## src/pid_pkg.sv

```systemverilog
// Shared constants and types for the prioritized interrupt dispatcher
package pid_pkg;

  localparam int unsigned CLK_PERIOD_NS = 4;
  localparam int unsigned TIMER_RES_NS  = 100000;
  localparam int unsigned TICK_CYCLES   = TIMER_RES_NS / CLK_PERIOD_NS;

  localparam int unsigned NUM_SRC   = 10;
  localparam int unsigned SRC_W     = 4;
  localparam int unsigned NUM_INPUT = 4;
  localparam int unsigned CNT_W     = 16;
  localparam int unsigned TMR_W     = 16;

  localparam logic [SRC_W-1:0] SRC_IN0    = 4'h0;
  localparam logic [SRC_W-1:0] SRC_PCNT1  = 4'h4;
  localparam logic [SRC_W-1:0] SRC_PCNT2  = 4'h5;
  localparam logic [SRC_W-1:0] SRC_TIM0   = 4'h6;
  localparam logic [SRC_W-1:0] SRC_TIM1   = 4'h7;
  localparam logic [SRC_W-1:0] SRC_TIM2   = 4'h8;
  localparam logic [SRC_W-1:0] SRC_SERIAL = 4'h9;

  localparam int unsigned FAST_TIMERS     = 16;
  localparam logic [4:0]  FAST_CNT_RESET  = 5'h10;
  localparam logic [3:0]  MASK_RESET      = 4'hf;

  typedef enum logic [1:0] {
    PID_LVL_NONE = 2'b00,
    PID_LVL_LOW  = 2'b01,
    PID_LVL_MID  = 2'b10,
    PID_LVL_TOP  = 2'b11
  } pid_level_t;

  typedef enum logic {
    PID_CMP_TARGET = 1'b0,
    PID_CMP_RANGE  = 1'b1
  } pid_cmp_mode_t;

endpackage : pid_pkg

```

## src/pid_counter.sv

```systemverilog
// Two-phase / absolute counter with target or range comparison
`timescale 1ns/1ns
`default_nettype none
module pid_counter (
  input  wire logic                      sys_clk,       // System clock
  input  wire logic                      rst,           // Synchronous reset
  input  wire logic                      phase_a,       // Phase A pulse input
  input  wire logic                      phase_b,       // Phase B pulse input
  input  wire logic                      zero,          // Count clear
  input  wire logic                      abs_mode,      // Track absolute code
  input  wire logic [pid_pkg::CNT_W-1:0] abs_code,      // Absolute encoder code
  input  wire pid_pkg::pid_cmp_mode_t    cmp_mode,      // Target or range
  input  wire logic [pid_pkg::CNT_W-1:0] cmp_lo,        // Target / range low
  input  wire logic [pid_pkg::CNT_W-1:0] cmp_hi,        // Range high
  output logic      [pid_pkg::CNT_W-1:0] present_count, // Current count
  output logic                           match,         // Comparison true
  output logic                           hit            // Request; pulse in target mode, held while inside in range mode
);

  logic                      prev_a;
  logic                      prev_b;
  logic [pid_pkg::CNT_W-1:0] next_count;
  logic                      next_match;
  logic                      next_hit;
  logic                      cmp_now;

  always_comb
  begin
    next_count = present_count;
    if (zero)
      next_count = '0;
    else if (abs_mode)
      next_count = abs_code;
    else if ((phase_a ^ prev_a) || (phase_b ^ prev_b))
    begin
      // Quadrature x4 decode: direction from old A versus new B
      if (prev_a ^ phase_b)
        next_count = present_count - 1'b1;
      else
        next_count = present_count + 1'b1;
    end
    if (cmp_mode == pid_pkg::PID_CMP_TARGET)
      cmp_now = (next_count == cmp_lo);
    else
      cmp_now = (next_count >= cmp_lo) && (next_count <= cmp_hi);
    next_match = cmp_now;
    // Target fires once on arrival; range requests for as long as it is inside
    next_hit   = (cmp_mode == pid_pkg::PID_CMP_RANGE) ? cmp_now : (cmp_now && !match);
  end

  always_ff @(posedge sys_clk)
  begin
    if (rst)
    begin
      prev_a        <= 1'b0;
      prev_b        <= 1'b0;
      present_count <= '0;
      match         <= 1'b0;
      hit           <= 1'b0;
    end
    else
    begin
      prev_a        <= phase_a;
      prev_b        <= phase_b;
      present_count <= next_count;
      match         <= next_match;
      hit           <= next_hit;
    end
  end

endmodule // pid_counter
`default_nettype wire

```

## src/pid_dispatcher.sv

```systemverilog
// Prioritized interrupt dispatcher: sources, pending latches, preemption stack
`timescale 1ns/1ns
`default_nettype none
module pid_dispatcher #(
  parameter int unsigned TICK_CYCLES = pid_pkg::TICK_CYCLES
) (
  input  wire logic                      sys_clk,        // 250 MHz clock
  input  wire logic                      rst,            // Synchronous reset
  input  wire logic [3:0]                ext_in,         // External input bits
  input  wire logic                      mask_wr,        // Load input masks
  input  wire logic [3:0]                mask_data,      // 1 = masked
  input  wire logic [3:0]                pend_clr,       // Drop latched input requests
  input  wire logic [3:0]                refresh_en,     // Refresh inputs before handler
  input  wire logic [1:0]                tmr_en,         // Interval timer 0/1 enable
  input  wire logic [pid_pkg::TMR_W-1:0] tmr0_period,    // Timer 0 period, 0.1 ms units
  input  wire logic [pid_pkg::TMR_W-1:0] tmr1_period,    // Timer 1 period, 0.1 ms units
  input  wire logic                      fast_cfg_wr,    // Load fast timer count
  input  wire logic [4:0]                fast_cfg,       // Fast timers using interrupts
  input  wire logic [2:0]                ctr0_in,        // Counter 0: A, B, zero
  input  wire logic [1:0]                port_a,         // Board ports 1/2 phase A
  input  wire logic [1:0]                port_b,         // Board ports 1/2 phase B
  input  wire logic [1:0]                port_abs,       // Port runs absolute encoder
  input  wire logic [pid_pkg::CNT_W-1:0] abs_code1,      // Port 1 encoder code
  input  wire logic [pid_pkg::CNT_W-1:0] abs_code2,      // Port 2 encoder code
  input  wire logic [2:0]                cmp_range,      // Ctr0/1/2 range mode
  input  wire logic [pid_pkg::CNT_W-1:0] cmp_lo,         // Shared compare low
  input  wire logic [pid_pkg::CNT_W-1:0] cmp_hi,         // Shared compare high
  input  wire logic [1:0]                hsb_in,         // Counter board A/B
  input  wire logic [pid_pkg::CNT_W-1:0] hsb_lo,         // Counter board low
  input  wire logic [pid_pkg::CNT_W-1:0] hsb_hi,         // Counter board high
  input  wire logic                      hsb_range,      // Counter board range mode
  input  wire logic                      serial_req,     // Serial board message pulse
  input  wire logic                      handler_done,   // Handler end marker pulse
  output logic                           handler_start,  // Begin marker pulse
  output logic      [pid_pkg::SRC_W-1:0] handler_id,     // Handler of start/resume
  output logic                           handler_resume, // Suspended handler resumes
  output logic                           refresh_req,    // Refresh inputs for start
  output logic      [1:0]                run_level,      // Running level
  output logic      [3:0]                mask_status,    // Input masks
  output logic      [pid_pkg::NUM_SRC-1:0] pend_status,  // Pending requests
  output logic      [pid_pkg::FAST_TIMERS-1:0] fast_irq_sel, // Fast timers on interrupts
  output logic                           hsb_pattern     // Counter board compare output
);

  localparam int unsigned TICK_W = $clog2(TICK_CYCLES + 1);

  // Source index order is also the service order, so lowest index wins
  function automatic pid_pkg::pid_level_t src_level(input logic [pid_pkg::SRC_W-1:0] s);
    if (s <= pid_pkg::SRC_PCNT2)
      src_level = pid_pkg::PID_LVL_TOP;
    else if (s <= pid_pkg::SRC_TIM2)
      src_level = pid_pkg::PID_LVL_MID;
    else
      src_level = pid_pkg::PID_LVL_LOW;
  endfunction

  function automatic pid_pkg::pid_level_t top_active(input logic [3:1] act);
    if (act[3])
      top_active = pid_pkg::PID_LVL_TOP;
    else if (act[2])
      top_active = pid_pkg::PID_LVL_MID;
    else if (act[1])
      top_active = pid_pkg::PID_LVL_LOW;
    else
      top_active = pid_pkg::PID_LVL_NONE;
  endfunction

  // Counters
  logic [2:0] cnt_hit;
  logic       hsb_match;

  pid_counter u_ctr0 (
    .sys_clk       (sys_clk),
    .rst           (rst),
    .phase_a       (ctr0_in[0]),
    .phase_b       (ctr0_in[1]),
    .zero          (ctr0_in[2]),
    .abs_mode      (1'b0),
    .abs_code      ('0),
    .cmp_mode      (pid_pkg::pid_cmp_mode_t'(cmp_range[0])),
    .cmp_lo        (cmp_lo),
    .cmp_hi        (cmp_hi),
    .present_count (),
    .match         (),
    .hit           (cnt_hit[0])
  );

  pid_counter u_ctr1 (
    .sys_clk       (sys_clk),
    .rst           (rst),
    .phase_a       (port_a[0]),
    .phase_b       (port_b[0]),
    .zero          (1'b0),
    .abs_mode      (port_abs[0]),
    .abs_code      (abs_code1),
    .cmp_mode      (pid_pkg::pid_cmp_mode_t'(cmp_range[1])),
    .cmp_lo        (cmp_lo),
    .cmp_hi        (cmp_hi),
    .present_count (),
    .match         (),
    .hit           (cnt_hit[1])
  );

  pid_counter u_ctr2 (
    .sys_clk       (sys_clk),
    .rst           (rst),
    .phase_a       (port_a[1]),
    .phase_b       (port_b[1]),
    .zero          (1'b0),
    .abs_mode      (port_abs[1]),
    .abs_code      (abs_code2),
    .cmp_mode      (pid_pkg::pid_cmp_mode_t'(cmp_range[2])),
    .cmp_lo        (cmp_lo),
    .cmp_hi        (cmp_hi),
    .present_count (),
    .match         (),
    .hit           (cnt_hit[2])
  );

  // Counter-board channel: its comparison drives a pin, never a request
  pid_counter u_hsb (
    .sys_clk       (sys_clk),
    .rst           (rst),
    .phase_a       (hsb_in[0]),
    .phase_b       (hsb_in[1]),
    .zero          (1'b0),
    .abs_mode      (1'b0),
    .abs_code      ('0),
    .cmp_mode      (pid_pkg::pid_cmp_mode_t'(hsb_range)),
    .cmp_lo        (hsb_lo),
    .cmp_hi        (hsb_hi),
    .present_count (),
    .match         (hsb_match),
    .hit           ()
  );

  // Time base and interval timers
  logic [TICK_W-1:0]         tick_cnt;
  logic [TICK_W-1:0]         next_tick_cnt;
  logic                      tick;
  logic [pid_pkg::TMR_W-1:0] tmr_cnt [2];
  logic [pid_pkg::TMR_W-1:0] next_tmr_cnt [2];
  logic [1:0]                tmr_hit;
  logic [pid_pkg::TMR_W-1:0] tmr_period [2];

  assign tmr_period[0] = tmr0_period;
  assign tmr_period[1] = tmr1_period;
  assign tick          = (tick_cnt == TICK_W'(TICK_CYCLES - 1));

  always_comb
  begin
    next_tick_cnt = tick ? '0 : tick_cnt + 1'b1;
    for (int i = 0; i < 2; i++)
    begin
      next_tmr_cnt[i] = tmr_cnt[i];
      tmr_hit[i]      = 1'b0;
      if (!tmr_en[i] || tmr_period[i] == '0)
        next_tmr_cnt[i] = '0;
      else if (tick)
      begin
        if (tmr_cnt[i] + 1'b1 >= tmr_period[i])
        begin
          next_tmr_cnt[i] = '0;
          tmr_hit[i]      = 1'b1;
        end
        else
          next_tmr_cnt[i] = tmr_cnt[i] + 1'b1;
      end
    end
  end

  always_ff @(posedge sys_clk)
  begin
    if (rst)
    begin
      tick_cnt   <= '0;
      tmr_cnt[0] <= '0;
      tmr_cnt[1] <= '0;
    end
    else
    begin
      tick_cnt   <= next_tick_cnt;
      tmr_cnt[0] <= next_tmr_cnt[0];
      tmr_cnt[1] <= next_tmr_cnt[1];
    end
  end

  // Pending latches, masks and dispatch stack
  logic [3:0]                  ext_prev;
  logic [3:0]                  next_mask;
  logic [pid_pkg::NUM_SRC-1:0] set_req;
  logic [pid_pkg::NUM_SRC-1:0] clr_req;
  logic [pid_pkg::NUM_SRC-1:0] eligible;
  logic [pid_pkg::NUM_SRC-1:0] next_pend;
  logic [3:1]                  active;
  logic [3:1]                  next_active;
  logic [pid_pkg::SRC_W-1:0]   act_id [4];
  logic [pid_pkg::SRC_W-1:0]   next_act_id [4];
  logic [4:0]                  fast_cnt;
  logic [4:0]                  next_fast_cnt;
  logic                        next_start;
  logic                        next_resume;
  logic                        next_refresh;
  logic [pid_pkg::SRC_W-1:0]   next_id;
  logic [pid_pkg::FAST_TIMERS-1:0] next_fast_sel;
  pid_pkg::pid_level_t         cur_lvl;
  pid_pkg::pid_level_t         cand_lvl;
  pid_pkg::pid_level_t         rem_lvl;
  logic [pid_pkg::SRC_W-1:0]   cand;
  logic                        cand_ok;

  always_comb
  begin
    set_req = '0;
    set_req[3:0] = ext_in & ~ext_prev;
    set_req[pid_pkg::SRC_PCNT1]  = cnt_hit[1];
    set_req[pid_pkg::SRC_PCNT2]  = cnt_hit[2];
    set_req[pid_pkg::SRC_TIM0]   = tmr_hit[0];
    set_req[pid_pkg::SRC_TIM1]   = tmr_hit[1];
    set_req[pid_pkg::SRC_TIM2]   = cnt_hit[0];
    set_req[pid_pkg::SRC_SERIAL] = serial_req;
    next_mask = mask_wr ? mask_data : mask_status;
    eligible  = pend_status;
    eligible[3:0] = pend_status[3:0] & ~mask_status;
    cand    = '0;
    cand_ok = 1'b0;
    for (int i = pid_pkg::NUM_SRC - 1; i >= 0; i--)
    begin
      if (eligible[i])
      begin
        cand    = pid_pkg::SRC_W'(i);
        cand_ok = 1'b1;
      end
    end
    cur_lvl   = top_active(active);
    cand_lvl  = src_level(cand);
    next_active  = active;
    next_act_id  = act_id;
    next_start   = 1'b0;
    next_resume  = 1'b0;
    next_refresh = 1'b0;
    next_id      = handler_id;
    clr_req      = '0;
    clr_req[3:0] = pend_clr;
    rem_lvl      = pid_pkg::PID_LVL_NONE;
    if (handler_done && cur_lvl != pid_pkg::PID_LVL_NONE)
    begin
      // Completion is handled alone; the next dispatch waits one cycle
      next_active[cur_lvl] = 1'b0;
      rem_lvl = top_active(next_active);
      if (rem_lvl != pid_pkg::PID_LVL_NONE)
      begin
        next_resume = 1'b1;
        next_id     = act_id[rem_lvl];
      end
    end
    else if (cand_ok && cand_lvl > cur_lvl)
    begin
      next_active[cand_lvl] = 1'b1;
      next_act_id[cand_lvl] = cand;
      next_start   = 1'b1;
      next_id      = cand;
      next_refresh = (cand < pid_pkg::SRC_PCNT1) && refresh_en[cand[1:0]];
      clr_req[cand] = 1'b1;
    end
    // A new request in the cycle it is cleared stays pending
    next_pend = (pend_status & ~clr_req) | set_req;
    next_fast_cnt = fast_cfg_wr ? fast_cfg : fast_cnt;
    for (int i = 0; i < pid_pkg::FAST_TIMERS; i++)
      next_fast_sel[i] = (5'(i) < next_fast_cnt);
  end

  always_ff @(posedge sys_clk)
  begin
    if (rst)
    begin
      ext_prev       <= '0;
      mask_status    <= pid_pkg::MASK_RESET;
      pend_status    <= '0;
      active         <= '0;
      act_id[0]      <= '0;
      act_id[1]      <= '0;
      act_id[2]      <= '0;
      act_id[3]      <= '0;
      handler_start  <= 1'b0;
      handler_resume <= 1'b0;
      refresh_req    <= 1'b0;
      handler_id     <= '0;
      run_level      <= '0;
      fast_cnt       <= pid_pkg::FAST_CNT_RESET;
      fast_irq_sel   <= '1;
      hsb_pattern    <= 1'b0;
    end
    else
    begin
      ext_prev       <= ext_in;
      mask_status    <= next_mask;
      pend_status    <= next_pend;
      active         <= next_active;
      act_id         <= next_act_id;
      handler_start  <= next_start;
      handler_resume <= next_resume;
      refresh_req    <= next_refresh;
      handler_id     <= next_id;
      run_level      <= top_active(next_active);
      fast_cnt       <= next_fast_cnt;
      fast_irq_sel   <= next_fast_sel;
      hsb_pattern    <= hsb_match;
    end
  end

endmodule // pid_dispatcher
`default_nettype wire

```

## config.mk

```make
export PLATFORM = sky130hd
export DESIGN_NAME = pid_dispatcher
export DESIGN_NICKNAME = d
export VERILOG_FILES = /design/src/pid_pkg.sv /design/src/pid_counter.sv /design/src/pid_dispatcher.sv
export SDC_FILE = /design/constraint.sdc
export NUM_CORES = 1
export LEC_CHECK = 0
export BUFFER_PORTS_ARGS = -buffer_cell sky130_fd_sc_hd__buf_2
export CORE_ASPECT_RATIO = 2
export CORE_MARGIN = 2
export CORE_UTILIZATION = 50
export DETAILED_ROUTE_END_ITERATION = 12
export PLACE_DENSITY_LB_ADDON = 0.25
export SLEW_MARGIN = 25
export SYNTH_ARGS = -nofsm -noshare
export SYNTH_HDL_FRONTEND = slang
export SYNTH_SLANG_ARGS = --single-unit
```

## constraint.sdc

```tcl
create_clock -name sys_clk -period 4.13 [get_ports sys_clk]
set_input_delay 0.413 -clock sys_clk [delete_from_list [all_inputs] [get_ports sys_clk]]
set_output_delay 0.413 -clock sys_clk [all_outputs]
set_load 0.02 [all_outputs]
```

==> flow_summary.yaml <==
status:
  status: "finished clean"
floorplan:
  rows: 89
  core_area_sq_um: 29620
  die_height_um: 249.4
  start_util_pct: 50.83
  ios: 212
  dieArea_sq_um: 31600
  die_w_um: 126.7
clocking:
  path_clk_slew_ns: 0.07
  clock-sinks: 189
  clk_latency_ns: 0.45
  clk_path_buf_depth: 2
  cts.htree.levels: 4
  cts_root_buffer: "clkbuf_16"
  numCtsBuffers: 17
  cts_tree: "yes"
drt:
  vias_per_cell: 5.809
  drt-initial-drc-count: 499
  ant_nets: 0
  vias: 14740
  wl_mm: 44.89
  drt-pass1-iter-count: 5
  drc: 0
  wire_per_inst_um: 17.69
logic_synthesis:
  synth.area.top_cells: "dfxtp_1 (25%), ha_1 (18%), nor2_1 (4.6%), a21oi_1 (4.6%), xor2_1 (3.6%)"
  ys.flop_type: "dfxtp_1"
  synth_top_area_share_pct: 25.13
  synth_area_sq_um: 15060
  syn_area_per_cell_sq_um: 8.055
  async_reset_ff_share_pct: 0
  seq_area_frac_synth_pct: 25.13
  synth_cells: 1869
  synth_largest_area_cell: "dfxtp_1"
  ys_types: 80
  synth_commonest_cells: "ha_1 (222), dfxtp_1 (189), nor2_1 (183), nand2_1 (138), a21oi_1 (137)"
  synth_edf_count: 0
  yosysWarnings: 0
  yosysMostFrequentCell: "ha_1"
  ys_seq_elements: 189
  syn_nets: 2267
timing:
  tightest_slew_ns: 0.9201
  setup_viol: 0
  max-slew-margin-rel_pct: 38.43
  slew_violations: 0
  setup-tns-final_ns: 0
  clock.fmax_mhz: 253.2
  min_period_over_period_pct: 95.63
  min_period_ns: 3.950
  hold_violations: 0
  fin_skew_ns: 0.009865
  rsz0062_at_grt: "true"
  worst_slack_ns: 0.1803
  hold_ws_ns: 0.1699
setup_path:
  critPathMaxStageDelay_ns: 0.42
  cp_max_fo: 11
  crit_slowest_cell: "fa_1"
  critPathKind: "reg -> reg"
  crit_path_start_kind: "flop"
  cpMostUsedCell: "a21oi_2"
  worstPathRequired_ns: 4.49
  cp.arrival_ns: 4.31
  crit_path_end_kind: "flop"
  crit_chain: "xnor2_2 > inv_2 > buf_4 > fa_1 > a21oi_2 > o21ai_1 > a211oi_2 > o31ai_2 > a32oi_1 > mux2_2 > a21oi_2 > ha_1 > nand4_1 > or2_2 > nor3_1 > a211o_1 > a31oi_1 > a221oi_1"
hold_path:
  hold_path.class: "in -> reg"
run:
  cap_viol_max_count: 0
final_layout:
  diodes: 0
  final_cell_area_sq_um: 18100
  drive_above_1_share_pct: 20.11
  area_growth_pct: 20.20
  nNetsFinal: 2558
grt:
  grt_pass1_wl_mm: 70.64
  grt_pass1_vias: 15000
  overflow: 0
  grt_antenna_before_repair: 0
  grt_usage_pct: 27.75
  grt_max_degree: 77
placed_design:
  pre_cts_ws_ns: -0.1976
  port_buffers: 211
  place_congestion: 0.9859
  dp_hpwl_mm: 36.39
  place_area_sq_um: 17230
power_and_ir_drop:
  vdd_drop_max_mv: 0.3578
  p_leak_uw: 0.008713
  p_per_area_nw_per_um2: 430.0
==> power breakdown <==
part / switching (uW) / internal (uW) / total, uW
Clock: 791 / 1000 / 1790
Sequential: 159 / 2030 / 2190
Combinational: 2060 / 1740 / 3800
Total: 3010 / 4770 / 7780
==> cells by family after synthesis <==
logic type / Yosys count / share of synthesized area (%)
buffers and inverters: 190 / 4.770
flip-flops: 189 / 25.13
AO/OA/AOI/OAI: 458 / 20.03
AND/OR/NAND/NOR: 652 / 21.68
multiplexers: 36 / 2.535
XOR/XNOR: 117 / 6.806
adder cells (fa/ha/maj): 227 / 19.05
==> cell type report <==
| cell class | count | area [sq um] |
|---|---|---|
| clock inverters | 13 | 173.9 |
| fillers | 2687 | 11520 |
| well taps | 364 | 455.4 |
| repair buffers | 326 | 1947 |
| clock buffers | 19 | 452.9 |
| flip-flops and latches | 189 | 3787 |
| inverters | 136 | 510.5 |
| multi-input cells | 1490 | 10770 |
==> layout by cell type, fill, tap and decap left out, types with 35 or more instances in the layout <==
cell type	synthesis	routed
xnor2_1	55	54
nand2_1	138	138
nand3_1	51	50
a21o_1	58	58
o21ai_0	76	70
nand4_1	35	35
buf_2	1	210
a21oi_1	137	131
xor2_1	62	60
nor2b_1	81	80
dfxtp_1	189	186
buf_4	1	114
nor3_1	41	38
nor2_1	183	181
ha_1	222	221
inv_1	134	133
==> stage by stage <==
stage	util (%)	power, uW	cells
2_1_floorplan	-	4728	1869
3_3_place_gp	58.16	5795	2500
3_5_place_dp	58.16	5900	2500
4_1_cts	60.36	7710	2532
5_1_grt	61.10	8339	2537
6_report	61.10	7782	2537
==> layer usage <==
| metal | part of all wire, % | vias to the layer above | track usage [%] |
|---|---|---|---|
| met3 | 3.2 | 128 | 3.623 |
| met5 | 0 | - | 0 |
| met2 | 56 | 377 | 56.36 |
| met1 | 35 | 6962 | 25.47 |
| li1 | - | 7271 | - |
| met4 | 5.6 | 0 | 15.79 |
==> worst paths after layout <==
kind	startpoint	to	slack, ns	cells past startpoint
setup / recovery	u_ctr2.prev_a	u_ctr2.hit	0.18	18
hold / removal	mask_data[0]	mask_status[0]	0.17	2
setup reg to reg	u_ctr2.prev_a	u_ctr2.hit	0.18	18
hold reg to reg	ext_prev[3]	pend_status[3]	0.43	1
==> flip-flops by register name, summed over array words and instances (netlist names), 10 cells and up <==
| name | count |
|---|---|
| u_ctr2.present_count | 16 |
| tmr_cnt | 32 |
| fast_irq_sel | 16 |
| u_ctr0.present_count | 16 |
| pend_status | 10 |
| act_id | 12 |
| u_hsb.present_count | 16 |
| tick_cnt | 15 |
| u_ctr1.present_count | 16 |
==> worst max-delay path, delay by kind of cell, from the launching register on <==
kind | cells | cell delay [ns]
buffers and inverters | 2 | 0.29
flip-flops | 1 | 0.34
AO/OA/AOI/OAI | 9 | 1.47
multiplexers | 1 | 0.38
adder cells (fa/ha/maj) | 2 | 0.59
AND/OR/NAND/NOR | 3 | 0.61
XOR/XNOR | 1 | 0.16
==> what timing repair did <==
item / CTS / global route
pin swaps: 0 / 19
hold buffers: 0 / 0
setup buffers: 0 / 5
resized for setup: 4 / 42
endpoints found under the setup margin: 2 / 15
(Power assumes the default switching activity.)
